===== src/rtl/spu_pkg.sv =====
// constants, register map and state encodings for the four-mode serial port
package spu_pkg;

    // register addresses on the plain register port
    localparam logic [7:0] SPU_CTRL_ADDR   = 8'h98;
    localparam logic [7:0] SPU_BUF_ADDR    = 8'h99;
    localparam logic [7:0] SPU_AUX_ADDR    = 8'h9A;

    // values after reset
    localparam logic [7:0] SPU_CTRL_RESET  = 8'h00;
    localparam logic [7:0] SPU_AUX_RESET   = 8'h00;
    localparam logic [7:0] SPU_BUF_RESET   = 8'h00;

    // serial_control field positions
    localparam int SPU_MODE_HI_BIT   = 7;
    localparam int SPU_MODE_LO_BIT   = 6;
    localparam int SPU_MULTIPROC_BIT = 5;
    localparam int SPU_RX_EN_BIT     = 4;
    localparam int SPU_TX_NINTH_BIT  = 3;
    localparam int SPU_RX_NINTH_BIT  = 2;
    localparam int SPU_TX_DONE_BIT   = 1;
    localparam int SPU_RX_DONE_BIT   = 0;

    // auxiliary register field positions
    localparam int SPU_BAUD_DOUBLE_BIT = 7;
    localparam int SPU_SIX_CLK_BIT     = 0;

    typedef enum logic [1:0] {
        SPU_MODE0 = 2'h0,
        SPU_MODE1 = 2'h1,
        SPU_MODE2 = 2'h2,
        SPU_MODE3 = 2'h3
    } spu_mode_e;

    // machine cycle phases: index = 2*(state-1) + (phase-1)
    localparam logic [3:0] SPU_PH_S1P1 = 4'h0;
    localparam logic [3:0] SPU_PH_S3P1 = 4'h4;
    localparam logic [3:0] SPU_PH_S5P2 = 4'h9;
    localparam logic [3:0] SPU_PH_S6P1 = 4'hA;
    localparam logic [3:0] SPU_PH_S6P2 = 4'hB;

    // divide-by-16 counter states
    localparam logic [3:0] SPU_VOTE_FIRST = 4'h7;
    localparam logic [3:0] SPU_VOTE_MID   = 4'h8;
    localparam logic [3:0] SPU_VOTE_LAST  = 4'h9;

    // mode 2 prescaler limits, clocks per 16x tick minus one
    localparam logic [1:0] SPU_M2_PRE_SLOW = 2'h3;
    localparam logic [1:0] SPU_M2_PRE_MID  = 2'h1;
    localparam logic [1:0] SPU_M2_PRE_FAST = 2'h0;

    // shift register patterns
    localparam logic [7:0] SPU_M0_RX_LOAD  = 8'hFE;
    localparam logic [8:0] SPU_ASY_RX_LOAD = 9'h1FF;
    localparam logic [7:0] SPU_TX_END_PAT  = 8'h01;

    typedef enum logic [4:0] {
        SPU_TX_IDLE  = 5'h01,
        SPU_TX_WAIT  = 5'h02,
        SPU_TX_START = 5'h04,
        SPU_TX_DATA  = 5'h08,
        SPU_TX_END   = 5'h10
    } spu_tx_state_e;

    typedef enum logic [5:0] {
        SPU_RX_IDLE  = 6'h01,
        SPU_RX_ARM   = 6'h02,
        SPU_RX_SHIFT = 6'h04,
        SPU_RX_END   = 6'h08,
        SPU_RX_FRAME = 6'h10,
        SPU_RX_TAIL  = 6'h20
    } spu_rx_state_e;

endpackage


===== src/rtl/spu_serial_port.sv =====
// four-mode serial port: shift register mode and three asynchronous frame modes
//
// Contract
// RULE1: mode 0 shifts 8 bits, txd carries clock
// RULE2: mode 0 write loads marker, send later
// RULE3: shift clock low S3-S5, shift at S6P2
// RULE4: marker pattern ends send, sets tx done
// RULE5: mode 0 receive loads 11111110 pattern
// RULE6: mode 0 receive samples S5P2, shifts S6P2
// RULE7: zero at left ends mode 0 receive
// RULE8: mode 1 frame: start, 8 data, stop
// RULE9: mode 1 write loads 1, waits rollover
// RULE10: start bit, then data enable, then shifts
// RULE11: mode 1 transmit ends at tenth rollover
// RULE12: falling edge resets counter, loads 1FF
// RULE13: majority vote of samples seven to nine
// RULE14: non-zero start bit returns to hunting
// RULE15: mode 1 keep frame only when allowed
// RULE16: modes 2/3 frame carries ninth bit
// RULE17: mode 2 fixed rate, mode 3 timer rate
// RULE18: baud_double halves mode 2 divisor
// RULE19: modes 2/3 transmit ninth bit, eleven rollovers
// RULE20: modes 2/3 receive like mode 1
// RULE21: modes 2/3 keep gate, hunt one bit later
// RULE22: separate transmit and receive buffers
// RULE23: asynchronous receive only with receive_enable
// RULE24: mode_select bits pick one of four modes
// RULE25: software clears both done flags
`timescale 1ns/1ps
module spu_serial_port (
    // clock and reset
    input  wire logic       clk_sys,
    input  wire logic       rst,
    // register port
    input  wire logic [7:0] reg_addr,
    input  wire logic [7:0] reg_wdata,
    input  wire logic       reg_wr,
    input  wire logic       reg_rd,
    output logic      [7:0] reg_rdata,
    // variable rate source for modes 1 and 3
    input  wire logic       timer_overflow,
    // serial pins
    input  wire logic       rxd_in,
    output logic            rxd_out,
    output logic            rxd_oe,
    output logic            txd_out
);
    import spu_pkg::*;

    logic [7:0]    serial_control;
    logic [7:0]    aux_control;
    logic [7:0]    serial_buffer;
    logic [8:0]    tx_sreg;
    logic [8:0]    rx_sreg;
    logic [3:0]    phase;
    logic [1:0]    m2_pre;
    logic          ovf_half;
    logic          tx_roll_pend;
    logic          tx_shifted;
    logic          rx_first;
    logic          rx_last;
    logic          vote_a;
    logic          vote_b;
    logic          m0_sample;
    spu_tx_state_e tx_state;
    spu_rx_state_e rx_state;

    logic [7:0]    next_control;
    logic [8:0]    next_tx_sreg;
    logic [8:0]    next_rx_sreg;
    logic [3:0]    next_phase;
    logic          next_tx_shifted;
    logic          next_rx_first;
    logic          next_txd;
    logic          next_rxd;
    logic          next_rxd_oe;
    logic [7:0]    next_rdata;
    spu_tx_state_e next_tx_state;
    spu_rx_state_e next_rx_state;

    logic          tx_done_set;
    logic          rx_done_set;
    logic          rx_accept;
    logic          m0_load;

    // register decode
    wire wr_ctrl = reg_wr && (reg_addr == SPU_CTRL_ADDR);
    wire wr_buf  = reg_wr && (reg_addr == SPU_BUF_ADDR);
    wire wr_aux  = reg_wr && (reg_addr == SPU_AUX_ADDR);

    // control fields
    wire spu_mode_e mode  = spu_mode_e'(serial_control[SPU_MODE_HI_BIT:SPU_MODE_LO_BIT]); // RULE24
    wire is_m0            = (mode == SPU_MODE0);
    wire is_m1            = (mode == SPU_MODE1);
    wire is_m2            = (mode == SPU_MODE2);
    wire multiproc_enable = serial_control[SPU_MULTIPROC_BIT];
    wire receive_enable   = serial_control[SPU_RX_EN_BIT];
    wire tx_ninth_bit     = serial_control[SPU_TX_NINTH_BIT];
    wire rx_ninth_bit     = serial_control[SPU_RX_NINTH_BIT];
    wire tx_done_flag     = serial_control[SPU_TX_DONE_BIT];
    wire rx_done_flag     = serial_control[SPU_RX_DONE_BIT];
    wire baud_double      = aux_control[SPU_BAUD_DOUBLE_BIT];
    wire six_clk          = aux_control[SPU_SIX_CLK_BIT];

    // machine cycle: twelve phases, or six states of one clock in six-clock mode
    wire ph_end = (phase == SPU_PH_S6P2) || (six_clk && phase == SPU_PH_S6P1);
    wire s1p1   = (phase == SPU_PH_S1P1);
    wire s5p2   = (phase == SPU_PH_S5P2) || (six_clk && phase == SPU_PH_S5P2 - 4'h1);
    wire s6p2   = ph_end;
    wire s3_s5  = (phase >= SPU_PH_S3P1) && (phase <= SPU_PH_S5P2); // RULE3
    assign next_phase = ph_end ? SPU_PH_S1P1 : phase + (six_clk ? 4'h2 : 4'h1); // RULE1

    // 16x tick: fixed prescaler in mode 2, otherwise timer overflow, every second one unless baud_double or six_clk is set
    wire [1:0] m2_limit = six_clk ? (baud_double ? SPU_M2_PRE_FAST : SPU_M2_PRE_MID)
                                  : (baud_double ? SPU_M2_PRE_MID : SPU_M2_PRE_SLOW); // RULE18
    wire m2_hit  = (m2_pre == m2_limit);
    wire tick16  = is_m2 ? m2_hit
                         : (timer_overflow && (baud_double || six_clk || ovf_half)); // RULE17

    // pin synchroniser and bit-time counters
    logic       rx_pin;
    logic [3:0] rx_count;
    logic       tx_roll;
    logic       rx_edge;

    spu_sync u_rx_sync (
        .clk_sys   (clk_sys),
        .rst       (rst),
        .pin_in    (rxd_in),
        .level_out (rx_pin)
    );

    spu_div16 #(.WIDTH(4)) u_tx_div (
        .clk_sys (clk_sys),
        .rst     (rst),
        .clear   (1'b0),
        .tick    (tick16),
        .count   (),
        .roll    (tx_roll)
    );

    // receive counter has its own copy so a start edge never disturbs transmit timing
    spu_div16 #(.WIDTH(4)) u_rx_div (
        .clk_sys (clk_sys),
        .rst     (rst),
        .clear   (rx_edge),
        .tick    (tick16),
        .count   (rx_count),
        .roll    ()
    );

    // asynchronous receive helpers
    assign rx_edge  = (rx_state == SPU_RX_IDLE) && !is_m0 && receive_enable
                      && tick16 && rx_last && !rx_pin; // RULE12 RULE23
    wire vote_tick  = tick16 && (rx_count == SPU_VOTE_LAST);
    wire vote       = (vote_a & vote_b) | (vote_a & rx_pin) | (vote_b & rx_pin); // RULE13
    wire rx_final   = (rx_state == SPU_RX_FRAME) && vote_tick && !rx_first && !rx_sreg[8];
    wire [7:0] m0_shifted = {rx_sreg[6:0], m0_sample};
    wire [7:0] asy_data   = {<<{rx_sreg[7:0]}};
    wire [7:0] m0_data    = {<<{m0_shifted}};

    // transmit sequencing
    wire tx_step  = s1p1 && tx_roll_pend; // RULE9
    wire tx_load  = wr_buf && (tx_state == SPU_TX_IDLE);
    wire tx_last  = (tx_sreg[8:1] == SPU_TX_END_PAT);
    wire send_m0  = (tx_state == SPU_TX_DATA) || (tx_state == SPU_TX_END);
    wire recv_m0  = (rx_state == SPU_RX_SHIFT) || (rx_state == SPU_RX_END);

    always_comb begin
        next_tx_state   = tx_state;
        next_tx_sreg    = tx_sreg;
        next_tx_shifted = tx_shifted;
        tx_done_set     = 1'b0;
        case (tx_state)
            SPU_TX_IDLE: begin
                if (wr_buf) begin
                    next_tx_sreg    = {(is_m0 || is_m1) ? 1'b1 : tx_ninth_bit, reg_wdata}; // RULE2 RULE9 RULE19
                    next_tx_shifted = 1'b0;
                    next_tx_state   = SPU_TX_WAIT;
                end
            end
            SPU_TX_WAIT: begin
                if (is_m0 ? s6p2 : tx_step) begin
                    next_tx_state = SPU_TX_START;
                end
            end
            SPU_TX_START: begin
                if (is_m0 ? s6p2 : tx_step) begin
                    next_tx_state = SPU_TX_DATA; // RULE2 RULE10
                end
            end
            SPU_TX_DATA: begin
                if (is_m0 && s6p2) begin
                    next_tx_sreg = {1'b0, tx_sreg[8:1]}; // RULE3
                    if (tx_last) begin
                        next_tx_state = SPU_TX_END; // RULE4
                    end
                end else if (!is_m0 && tx_step) begin
                    next_tx_sreg    = {!is_m1 && !tx_shifted, tx_sreg[8:1]}; // RULE10 RULE19
                    next_tx_shifted = 1'b1;
                    if (tx_last && tx_shifted) begin
                        next_tx_state = SPU_TX_IDLE; // RULE11 RULE19
                        tx_done_set   = 1'b1;
                    end
                end
            end
            SPU_TX_END: begin
                if (s1p1) begin
                    next_tx_state = SPU_TX_IDLE; // RULE4
                    tx_done_set   = 1'b1;
                end
            end
            default: begin
                next_tx_state = SPU_TX_IDLE;
            end
        endcase
    end

    // receive sequencing
    always_comb begin
        next_rx_state = rx_state;
        next_rx_sreg  = rx_sreg;
        next_rx_first = rx_first;
        rx_done_set   = 1'b0;
        rx_accept     = 1'b0;
        m0_load       = 1'b0;
        case (rx_state)
            SPU_RX_IDLE: begin
                if (is_m0 && receive_enable && !rx_done_flag && s1p1) begin
                    next_rx_state = SPU_RX_ARM; // RULE5 RULE25
                end else if (rx_edge) begin
                    next_rx_sreg  = SPU_ASY_RX_LOAD; // RULE12
                    next_rx_first = 1'b1;
                    next_rx_state = SPU_RX_FRAME;
                end
            end
            SPU_RX_ARM: begin
                if (s6p2) begin
                    next_rx_sreg  = {1'b0, SPU_M0_RX_LOAD}; // RULE5
                    next_rx_state = SPU_RX_SHIFT;
                end
            end
            SPU_RX_SHIFT: begin
                if (s6p2) begin
                    next_rx_sreg = {1'b0, m0_shifted}; // RULE6
                    if (!rx_sreg[7]) begin
                        m0_load       = 1'b1; // RULE7
                        next_rx_state = SPU_RX_END;
                    end
                end
            end
            SPU_RX_END: begin
                if (s1p1) begin
                    rx_done_set   = 1'b1; // RULE7
                    next_rx_state = SPU_RX_IDLE;
                end
            end
            SPU_RX_FRAME: begin
                if (vote_tick) begin
                    next_rx_first = 1'b0;
                    if (rx_first && vote) begin
                        next_rx_state = SPU_RX_IDLE; // RULE14
                    end else if (rx_final) begin
                        rx_accept     = !rx_done_flag && (!multiproc_enable || vote); // RULE15 RULE21
                        rx_done_set   = rx_accept;
                        next_rx_state = is_m1 ? SPU_RX_IDLE : SPU_RX_TAIL; // RULE20 RULE21
                    end else begin
                        next_rx_sreg = {rx_sreg[7:0], vote}; // RULE8 RULE16
                    end
                end
            end
            SPU_RX_TAIL: begin
                if (vote_tick) begin
                    next_rx_state = SPU_RX_IDLE; // RULE21
                end
            end
            default: begin
                next_rx_state = SPU_RX_IDLE;
            end
        endcase
    end

    // control register: hardware sets win over a software clear in the same cycle
    always_comb begin
        next_control = wr_ctrl ? reg_wdata : serial_control;
        if (rx_accept) begin
            next_control[SPU_RX_NINTH_BIT] = vote; // RULE8 RULE16
        end
        if (tx_done_set) begin
            next_control[SPU_TX_DONE_BIT] = 1'b1;
        end
        if (rx_done_set) begin
            next_control[SPU_RX_DONE_BIT] = 1'b1;
        end
    end

    // pin drive: txd is the shift clock in mode 0, frame data otherwise
    always_comb begin
        if (is_m0) begin
            next_txd    = (send_m0 || recv_m0) ? !s3_s5 : 1'b1; // RULE1 RULE3 RULE6
            next_rxd    = send_m0 ? tx_sreg[0] : 1'b1;
            next_rxd_oe = send_m0; // RULE1
        end else begin
            next_txd    = (tx_state == SPU_TX_START) ? 1'b0
                        : (tx_state == SPU_TX_DATA) ? tx_sreg[0] : 1'b1; // RULE10
            next_rxd    = 1'b1;
            next_rxd_oe = 1'b0;
        end
    end

    // read data: receive buffer is separate from the transmit register
    assign next_rdata = !reg_rd                      ? 8'h00
                      : (reg_addr == SPU_CTRL_ADDR) ? serial_control
                      : (reg_addr == SPU_BUF_ADDR)  ? serial_buffer // RULE22
                      : (reg_addr == SPU_AUX_ADDR)  ? aux_control : 8'h00;

    always_ff @(posedge clk_sys) begin
        if (rst) begin
            serial_control <= SPU_CTRL_RESET;
            aux_control    <= SPU_AUX_RESET;
            serial_buffer  <= SPU_BUF_RESET;
            tx_state       <= SPU_TX_IDLE;
            rx_state       <= SPU_RX_IDLE;
            tx_sreg        <= '0;
            rx_sreg        <= '0;
            tx_shifted     <= 1'b0;
            rx_first       <= 1'b0;
            reg_rdata      <= 8'h00;
        end else begin
            serial_control <= next_control;
            aux_control    <= wr_aux ? reg_wdata : aux_control;
            tx_state       <= next_tx_state;
            rx_state       <= next_rx_state;
            tx_sreg        <= next_tx_sreg;
            rx_sreg        <= next_rx_sreg;
            tx_shifted     <= next_tx_shifted;
            rx_first       <= next_rx_first;
            reg_rdata      <= next_rdata;
            if (m0_load) begin
                serial_buffer <= m0_data; // RULE7
            end else if (rx_accept) begin
                serial_buffer <= asy_data; // RULE15 RULE20
            end
        end
    end

    always_ff @(posedge clk_sys) begin
        if (rst) begin
            phase        <= SPU_PH_S1P1;
            m2_pre       <= 2'h0;
            ovf_half     <= 1'b0;
            tx_roll_pend <= 1'b0;
            rx_last      <= 1'b1;
            vote_a       <= 1'b1;
            vote_b       <= 1'b1;
            m0_sample    <= 1'b1;
            txd_out      <= 1'b1;
            rxd_out      <= 1'b1;
            rxd_oe       <= 1'b0;
        end else begin
            phase        <= next_phase;
            m2_pre       <= m2_hit ? 2'h0 : m2_pre + 2'h1;
            ovf_half     <= ovf_half ^ timer_overflow;
            // the pending rollover is consumed at the following S1P1; one from before the write never starts a frame
            tx_roll_pend <= tx_roll || (tx_roll_pend && !s1p1 && !tx_load); // RULE9
            rx_last      <= tick16 ? rx_pin : rx_last;
            vote_a       <= (tick16 && rx_count == SPU_VOTE_FIRST) ? rx_pin : vote_a; // RULE13
            vote_b       <= (tick16 && rx_count == SPU_VOTE_MID) ? rx_pin : vote_b;
            m0_sample    <= s5p2 ? rx_pin : m0_sample; // RULE6
            txd_out      <= next_txd;
            rxd_out      <= next_rxd;
            rxd_oe       <= next_rxd_oe;
        end
    end
endmodule


===== src/rtl/spu_sync.sv =====
// two-stage synchroniser for a pin input
`timescale 1ns/1ps
module spu_sync (
    // clock and reset
    input  wire logic clk_sys,
    input  wire logic rst,
    // pin and synchronised level
    input  wire logic pin_in,
    output logic      level_out
);
    logic stage_one;

    // idle serial line is high, so both stages start high
    always_ff @(posedge clk_sys) begin
        if (rst) begin
            stage_one <= 1'b1;
            level_out <= 1'b1;
        end else begin
            stage_one <= pin_in;
            level_out <= stage_one;
        end
    end
endmodule


===== src/rtl/spu_div16.sv =====
// divide-by-16 bit-time counter with synchronous clear
`timescale 1ns/1ps
module spu_div16 #(
    parameter int WIDTH = 4
) (
    // clock and reset
    input  wire logic             clk_sys,
    input  wire logic             rst,
    // control
    input  wire logic             clear,
    input  wire logic             tick,
    // state
    output logic [WIDTH-1:0]      count,
    output logic                  roll
);
    assign roll = tick & (&count);

    always_ff @(posedge clk_sys) begin
        if (rst || clear) begin
            count <= '0;
        end else if (tick) begin
            count <= count + 1'b1;
        end
    end
endmodule


===== config.mk =====
export PLATFORM = sky130hd
export DESIGN_NAME = spu_serial_port
export DESIGN_NICKNAME = d
export VERILOG_FILES = /design/src/rtl/spu_pkg.sv /design/src/rtl/spu_serial_port.sv /design/src/rtl/spu_sync.sv /design/src/rtl/spu_div16.sv
export SDC_FILE = /design/constraint.sdc
export NUM_CORES = 1
export LEC_CHECK = 0
export BUFFER_PORTS_ARGS = -buffer_cell sky130_fd_sc_hd__buf_2
export CAP_MARGIN = 10
export CORE_MARGIN = 2
export CORE_UTILIZATION = 45
export CTS_CLUSTER_DIAMETER = 40
export CTS_CLUSTER_SIZE = 12
export DETAILED_ROUTE_END_ITERATION = 16
export PLACE_DENSITY_LB_ADDON = 0.1
export SYNTH_ARGS = -nofsm -noshare
export SYNTH_HDL_FRONTEND = slang
export SYNTH_SLANG_ARGS = --single-unit
export TNS_END_PERCENT = 1

===== constraint.sdc =====
create_clock -name clk_sys -period 1.9 [get_ports clk_sys]
set_input_delay 0.19 -clock clk_sys [delete_from_list [all_inputs] [get_ports clk_sys]]
set_output_delay 0.19 -clock clk_sys [all_outputs]
set_load 0.005 [all_outputs]

==> results of run 1 <==
## flip-flops by register name, summed over array words and instances (netlist names), 2 cells and up
register        count
rx_state            6
m2_pre              2
u_rx_div.count      4
u_tx_div.count      4
rx_sreg             9
aux_control         8
tx_state            5
reg_rdata           8
tx_sreg             9
serial_buffer       8
phase               4
serial_control      8
## stage by stage
stage / worst slack, ns / util / std cells
after floorplan: 0.004765 / - / 502
after global placement: -0.08570 / 0.5300 / 703
after detailed placement: -0.1806 / 0.5300 / 703
after CTS: -0.02302 / 0.5572 / 723
after global routing: -0.1180 / 0.5603 / 723
final: -0.01255 / 0.5603 / 723
## logic make-up after synthesis
kind of cell	synth area share
buf+inv	0.04969
simple gates	0.2338
fa+ha+maj	0.02372
flops	0.3975
mux	0.07002
compound gates	0.1957
xor+xnor	0.02965
## placed cells by master (no fill, tap or decap), types with 9 or more instances in the layout
cell type,n
nor2b_1,13
buf_2,32
o21ai_0,14
a21oi_1,36
clkbuf_8,9
inv_1,21
nor3_1,14
nand3_1,17
buf_4,66
dfxtp_1,82
a211oi_1,10
a311oi_1,18
nand2_1,28
mux2i_1,31
nor2_1,61
## repair_timing
| item | 4_1_cts | 5_1_grt |
|---|---|---|
| hold buffers | 1 | 0 |
| hold endpoints to repair | 1 | 0 |
| endpoints found under the setup margin | 27 | 39 |
| pin swaps | 15 | 11 |
| setup buffers | 2 | 0 |
| gates cloned | 1 | 0 |
| gates resized for setup | 15 | 7 |
## area by class of cell
| type | instances | area (um2) |
|---|---|---|
| fill | 911 | 4258 |
| multi-input combinational | 364 | 2552 |
| sequential | 88 | 1774 |
| timing repair buffer | 101 | 696.9 |
| tap | 133 | 166.4 |
| clock buffer | 13 | 138.9 |
| inverter | 21 | 78.83 |
| clock inverter | 3 | 18.77 |
## report_power, final
group	total [uW]	switching, uW	internal (uW)
registers	1910	34.4	1880
logic	541	283	258
clock network	1130	658	476
## per-layer routing
layer | wire length (um) | up-vias
met5 | 0 | -
met4 | 199 | 0
met3 | 356 | 13
met2 | 5288 | 70
met1 | 5287 | 1816
li1 | - | 1978
## how the worst max path moves through the flow
stage | startpoint | endpoint | slack, ns | depth (start not counted)
floorplan | aux_control[0] | serial_buffer[0] | 0.005 | 8
global placement | aux_control[7] | rx_sreg[5] | -0.09 | 6
detailed placement | aux_control[7] | rx_sreg[5] | -0.18 | 6
CTS | m2_pre[1] | serial_buffer[5] | -0.02 | 7
global route | aux_control[0] | serial_buffer[5] | -0.12 | 7
finish | m2_pre[1] | serial_buffer[5] | -0.01 | 7
## tightest hold or removal path, cell delays in order
cell and delay, ns:
buf_2 0.10, mux2i_1 0.06, nor2_1 0.07
==> metrics, run 1 <==
status=finished with violations; failing checks=setup timing; Reg2Reg Capture Point=serial_buffer[5]; vias in the first global route=between 3000 and 4000; first-pass GRT wire length=18520 um; P&R area growth vs syn=22.44%; Antenna diodes=0; Req. time, crit path=2.18 ns; CTS Buffer Depth=2; unrepaired setup endpoints after global routing=yes; core area=slightly below 0.01 mm2; most common cell in the netlist=dfxtp_1; commonest cells in the netlist=88 x dfxtp_1, 62 x nor2_1, 36 x a21oi_1; GRT Overall Usage=0.2269; hold path cells=3; Post-Synthesis Cells=~500; Die Y=103.2 um; Tmin final=1.913 ns; CTS Sinks=88; max frequency=around 520 MHz; WHS Endpoint=serial_control[3]; design area=approximately 0.0054 mm2; Worst-Skew Late Latency=~0.36 ns; total grt overflow=0; top cells by area, synth=dfxtp_1 40%, mux2i_1 7.0%, nor2_1 5.3%; syn_area_per_cell=around 8.8 um2; Max Cap Viol=0; Final Slew Violations=0; worst reg-to-reg path cell count=7; first-iteration detailed-routing DRC count=~150; Synthesized Nets=between 500 and 600; initial antenna violation count=0; Power Total=roughly 3600 uW; synthesized cell area=0.004432 mm2; Initial Util=0.4576; Most Used Layer, Global Route=met2; Synth top area share=0.3975; setup TNS=-0.01255 ns; gpl congestion=about 0.85; IO Count=33; reg2reg setup slack=-0.01 ns; DR pass1 iterations=4; CP max stage delay=0.37 ns; Syn. warnings=0; leakage power=between 0.002 and 0.0025 uW; die area=0.01066 mm2; CTS tree=built; nature of the critical path startpoint=flip-flop; met3 GRT Util=0.04839; CP arrival=2.19 ns; Slew headroom=0.6497; Hold Startpoint=reg_wdata[3]; clock root cell=clkbuf_8; Top FF cell, synth=dfxtp_1; final setup fails=1; Area after DPL=~0.0051 mm2; RR Startpoint=m2_pre[1]; Final Skew=~0.0054 ns; Hold Path Class=in -> reg; standard-cell rows=36; HPWL after DPL=around 8000 um; met1 Use GR=0.3050; maximum vdd drop=slightly above 0.3 mV; Detailed Route WL=roughly 11000 um; largest net degree at the start of global routing=52; critical path's top delay family=compound AO/OA/AOI/OAI gates; number of H-tree levels=3; Buf+Inv Stages, Crit Path=1; register area share after synthesis=0.3975; hold slack final=0.09584 ns; Final WS setup=-0.01255 ns; Synth cell types=between 60 and 70; Crit Path Max Fanout=6; number of routed nets with antenna violations=0; met2 global-route usage=0.3586; routed via count=around 3900; P per Cell Area=about 660 mW/mm2; Post-synth EDFFs=0; Clk pin slew, worst setup/hold paths=around 0.08 ns; CP Capture Type=flip-flop; leading area contributor after synthesis=dfxtp_1; share of layout cells above drive strength 1=0.2712; vias per cell=around 5.4; CP max stage cell=dfxtp_2; final hold violation count=0; period utilization=1.007; Synth Register Bits=a little under 90; Buffers on Ports=32; DRC=0; worst slew pin tran=0.5182 ns; Num CTS Buffers=9; CP cell instances=and4bb_1, a211oi_4, a211o_1, nor3_2, buf_4, mux2i_1, a211oi_1; Setup Crit Path Kind=reg -> reg; drt wl/cell=roughly 15 um; Die Wd=a little over 100 um; nets=slightly above 600; ys async rst share=0
Note: power is estimated with default switching activity, not from simulation.
==> run 2, diff against run 1 <==
--- a/config.mk
+++ b/config.mk
@@ -8,7 +8,7 @@
 export BUFFER_PORTS_ARGS = -buffer_cell sky130_fd_sc_hd__buf_2
 export CAP_MARGIN = 10
 export CORE_MARGIN = 2
-export CORE_UTILIZATION = 45
+export CORE_UTILIZATION = 54
 export CTS_CLUSTER_DIAMETER = 40
 export CTS_CLUSTER_SIZE = 12
 export DETAILED_ROUTE_END_ITERATION = 16
==> run 2 against run 1 <==
The run still ends with setup timing left. Global-route usage grew 2.9 points. Non-clock buffer count rose by 5. Clock-buffer cell count decreased by 4. Sequential cell count did not move. Via count rose by 2.9%. Sequential power barely moved. Maximum frequency down 1.2%. Sequential share of layout area is 0.75 points lower. Worst setup slack got worse by 0.023 ns. Critical path type unchanged. Highest routed layer unchanged.
==> metrics, run 2 (same netlist as run 1, synthesis figures left out) <==
status=finished with violations; failing checks=setup timing; core area=0.008093 mm2; WHS Endpoint=serial_control[5]; IO Count=33; standard-cell rows=33; Antenna diodes=0; period utilization=1.018; CP Capture Type=flip-flop; GRT Overall Usage=0.2562; Largest regs=rx_sreg: 9 flops, tx_sreg: 9 flops; largest net degree at the start of global routing=26; design area=0.005573 mm2; final setup fails=6; Clk pin slew, worst setup/hold paths=0.10 ns; CTS tree=built; CTS Sinks=88; Slew headroom=0.6878; CP arrival=roughly 2.2 ns; Hold Path Class=in -> reg; Setup Crit Path Kind=reg -> reg; hold path cells=3; most common cell after layout, fill and taps aside=dfxtp_1; Final Util=0.6886; max frequency=slightly above 500 MHz; placed cells=around 680; Num CTS Buffers=9; P per Cell Area=between 600 and 700 mW/mm2; final hold violation count=0; initial antenna violation count=0; Max Cap Viol=0; worst reg-to-reg path cell count=7; Tmin final=1.935 ns; Worst-Skew Late Latency=~0.36 ns; total grt overflow=0; Reg2Reg Capture Point=rx_sreg[4]; clock root cell=clkbuf_8; Crit Path Max Fanout=8; DRC=0; nets=619; most frequent cells in the layout=77 x dfxtp_1, 67 x buf_4, 59 x nor2_1, 33 x a21oi_1, 32 x buf_2; uppermost layer routed=met4; Initial Util=0.5476; die area=0.008947 mm2; number of H-tree levels=3; share of layout cells above drive strength 1=0.3109; unrepaired setup endpoints after global routing=yes; P&R area growth vs syn=25.75%; Die Wd=about 95 um; routed via count=between 3000 and 4000; Req. time, crit path=approximately 2.2 ns; CTS Buffer Depth=2; drt wl/cell=around 16 um; vias per cell=between 5 and 6; vias in the first global route=between 3000 and 4000; leakage power=about 0.0021 uW; nature of the critical path startpoint=flip-flop; DR pass1 iterations=5; first-iteration detailed-routing DRC count=around 130; Buffers on Ports=32; met2 WL=about 5500 um; RR Startpoint=aux_control[0]; Die Y=roughly 95 um; met3 wire len=between 400 and 500 um; number of routed nets with antenna violations=0; Power Total=between 3000 and 4000 uW; M1 WL=between 5000 and 6000 um; first-pass GRT wire length=about 18000 um; HPWL after DPL=8218 um; worst slew pin tran=between 0.4 and 0.5 ns; Final WS setup=-0.03508 ns; maximum vdd drop=0.5016 mV; Detailed Route WL=about 11000 um; gpl congestion=between 0.9 and 1; Final Skew=around 0.016 ns; Fill cells=roughly 670; final non-filler cell total=700; Final Slew Violations=0; reg2reg setup slack=-0.04 ns; Hold Startpoint=reg_wdata[5]; hold slack final=about 0.097 ns; Area after DPL=0.005097 mm2
-- run 2: changes by cell type in the layout (fill, tap and decap cells not counted), sizes merged --
cell      delta
buf          +5
bufinv       +1
clkbuf       -4
clkinvlp     +1
inv          +2
-- run 2: stage by stage --
stage / setup TNS (ns) / setup WS, ns
CTS: -0.1154 / -0.02825
global placement: -0.7823 / -0.07294
finish: -0.1300 / -0.03508
global route: -1.717 / -0.09934
floorplan: 0 / 0.004765
detailed placement: -2.376 / -0.1785
-- run 2: report_power, final --
part           switching (uW)  internal, uW  leakage [uW]
Sequential               38.0          1880      0.000717
Clock                     710           619      0.000100
Combinational             293           277       0.00131
-- run 2: critical path, cell delays in order, from the launching register on --
cell	delay (ns)
dfxtp_4	0.37
and4bb_1	0.31
a211oi_4	0.08
a2111oi_4	0.35
buf_4	0.20
o2bb2ai_4	0.18
a21oi_1	0.11
a311oi_1	0.24
-- run 2: area by class of cell --
class / count / area (um2) / area share
clock buffers: 9 / 123.9 / 0.02223
clock inverters: 7 / 77.57 / 0.01392
inverters: 21 / 78.83 / 0.01414
multi-input cells: 364 / 2623 / 0.4706
flip-flops and latches: 88 / 1780 / 0.3195
well taps: 105 / 131.4 / 0.02357
repair buffers: 106 / 758.2 / 0.1361
-- run 2: routing by layer --
layer	global-route usage	vias to the layer above
li1	-	1984
met2	0.4381	77
met5	0	-
met1	0.3323	1913
met4	0.06643	0
met3	0.05028	16
-- run 2: what timing repair did --
action	in CTS	in global routing
pin swaps	7	18
endpoints found under the setup margin	34	33
setup buffers	2	5
hold endpoints to repair	1	0
gates resized for setup	17	28
cloned	0	1
hold buffers	1	0
-- run 2: worst max-delay path by stage --
stage | from | to | slack [ns]
floorplan | aux_control[0] | serial_buffer[0] | 0.005
global placement | serial_control[7] | rx_sreg[5] | -0.07
detailed placement | aux_control[7] | rx_sreg[0] | -0.18
CTS | phase[1] | rx_sreg[2] | -0.03
global route | aux_control[0] | rx_sreg[2] | -0.1
finish | aux_control[0] | rx_sreg[4] | -0.04
==> run 3, diff against run 2 <==
--- a/config.mk
+++ b/config.mk
@@ -8,7 +8,7 @@
 export BUFFER_PORTS_ARGS = -buffer_cell sky130_fd_sc_hd__buf_2
 export CAP_MARGIN = 10
 export CORE_MARGIN = 2
-export CORE_UTILIZATION = 54
+export CORE_UTILIZATION = 60
 export CTS_CLUSTER_DIAMETER = 40
 export CTS_CLUSTER_SIZE = 12
 export DETAILED_ROUTE_END_ITERATION = 16
==> constraint.sdc (replaced) <==
create_clock -name clk_sys -period 1.8 [get_ports clk_sys]
set_input_delay 0.18 -clock clk_sys [delete_from_list [all_inputs] [get_ports clk_sys]]
set_output_delay 0.18 -clock clk_sys [all_outputs]
set_load 0.005 [all_outputs]
==> run 3 against run 2 <==
The run still ends with setup timing left. Clock-buffer cell count rose by 1. Combinational power fell by 1%. Utilization rose by 10 points. Register-to-register slack got worse by 0.17 ns. Clock skew fell by 0.0034 ns. Global-route usage rose by 3.7 points. Via count rose by 2.5%. First-iteration DRC count rose by 120%. Critical path depth did not move. Sequential power rose by 6%. Critical endpoint is now rx_sreg[1]. Largest power group unchanged.
==> metrics, run 3 (same netlist as run 1, synthesis figures left out) <==
Detailed Route WL=~12000 um; standard-cell rows=31; Req. time, crit path=about 2.1 ns; unrepaired setup endpoints after global routing=yes; Hold Path Class=in -> reg; worst reg-to-reg path cell count=7; worst setup path end=rx_sreg[1]; DR pass1 iterations=5; Final WS setup=-0.2021 ns; RR Startpoint=aux_control[0]; period utilization=1.112; Die Wd=~90 um; share of layout cells above drive strength 1=0.3377; Critical path origin=aux_control[0]; Clk pin slew, worst setup/hold paths=approximately 0.090 ns; nets=between 600 and 700; vias per cell=about 5.8; number of routed nets with antenna violations=0; cts hold-fix bufs=0; CTS tree=built; final non-filler cell total=709; total grt overflow=0; P&R area growth vs syn=28.46%; most common cell after layout, fill and taps aside=buf_4; CP Capture Type=flip-flop; die area=0.008090 mm2; Slew headroom=0.7314; Final Skew=roughly 0.012 ns; P per Cell Area=about 700 mW/mm2; Die Y=89.95 um; Fill cells=roughly 510; Antenna diodes=0; DRC=0; failing checks=setup timing; number of H-tree levels=3; gpl congestion=0.8810; Tmin final=about 2.0 ns; Largest regs=rx_sreg: 9 flops, tx_sreg: 9 flops; CTS Sinks=just under 90; hold slack final=roughly 0.013 ns; status=finished with violations; final setup fails=28; Max Cap Viol=0; drt wl/cell=16.31 um; placed cells=between 600 and 700; Reg2Reg Capture Point=rx_sreg[1]; routed via count=4090; Crit Path Max Fanout=7; nature of the critical path startpoint=flip-flop; Final Slew Violations=0; vias in the first global route=~4100; Initial Util=0.6143; CP arrival=between 2 and 2.5 ns; final hold violation count=0; HPWL after DPL=slightly above 8000 um; max frequency=~500 MHz; worst slew pin tran=between 0.4 and 0.5 ns; CTS Buffer Depth=2; leakage power=around 0.0022 uW; Buffers on Ports=32; initial antenna violation count=0; maximum vdd drop=between 0.5 and 0.6 mV; core area=slightly above 0.007 mm2; largest net degree at the start of global routing=38; Setup Crit Path Kind=reg -> reg; first-pass GRT wire length=~19000 um; Worst-Skew Late Latency=around 0.36 ns; Num CTS Buffers=9; reg2reg setup slack=-0.20 ns; clock root cell=clkbuf_8; first-iteration detailed-routing DRC count=between 200 and 300; IO Count=33; most frequent cells in the layout=86 x buf_4, 76 x dfxtp_1, 59 x nor2_1, 33 x a21oi_1, 32 x buf_2; GRT Overall Usage=0.2930
## run 3: area by class of cell
cell class | count | area, um2 | share of cell area
clock inverter | 5 | 56.30 | 0.009890
sequential | 88 | 1787 | 0.3138
clock buffer | 10 | 137.6 | 0.02418
multi-input combinational | 364 | 2641 | 0.4640
inverter | 21 | 78.83 | 0.01385
timing repair buffer | 122 | 868.3 | 0.1525
tap | 99 | 123.9 | 0.02176
## run 3: per-layer routing
| metal | wire length, um | track usage | vias to the layer above |
|---|---|---|---|
| li1 | - | - | 2024 |
| met1 | 5137 | 0.3683 | 1942 |
| met2 | 5719 | 0.5095 | 101 |
| met3 | 447 | 0.05700 | 23 |
| met4 | 260 | 0.09231 | 0 |
| met5 | 0 | 0 | - |
## run 3: worst min-delay path by stage
stage            from                   to  slack [ns]  cells past startpoint
6_report       rxd_in  u_rx_sync.stage_one        0.01                      2
5_1_grt        rxd_in  u_rx_sync.stage_one        0.02                      2
4_1_cts        rxd_in  u_rx_sync.stage_one       0.008                      2
3_5_place_dp   rxd_in  u_rx_sync.stage_one        0.38                      2
3_3_place_gp   rxd_in  u_rx_sync.stage_one        0.37                      2
2_1_floorplan     rst               rxd_oe        0.27                      1
## run 3: stage by stage
stage | worst slack, ns | area (um2) | power [uW] | TNS (ns) | utilization
after global placement | -0.1731 | 5202 | 2599 | -4.189 | 0.7211
final | -0.2021 | 5693 | 3971 | -2.814 | 0.7891
after floorplan | -0.09524 | 4442 | 2435 | -1.123 | -
after CTS | -0.1481 | 5612 | 3970 | -2.361 | 0.7778
after global routing | -0.3461 | 5693 | 4112 | -6.559 | 0.7891
after detailed placement | -0.3005 | 5202 | 2614 | -7.382 | 0.7211
## run 3: repair_timing
action / in CTS / in global routing
endpoints found under the setup margin: 49 / 46
cloned: 2 / 0
pin swaps: 21 / 11
resized for setup: 39 / 12
buffers inserted: 6 / 2
hold endpoints to repair: 0 / 0
## run 3: critical path, cell delays in order (launching register included)
cell	delay [ns]
dfxtp_4	0.39
and4bb_2	0.27
a211oi_4	0.38
a2111oi_4	0.13
buf_4	0.19
o2bb2ai_4	0.15
buf_4	0.16
a311oi_1	0.24
## run 3: power by group
part           internal (uW)  switching (uW)  total (uW)
Sequential              1980            42.9        2030
Clock                    672             710        1380
Combinational            266             297         563
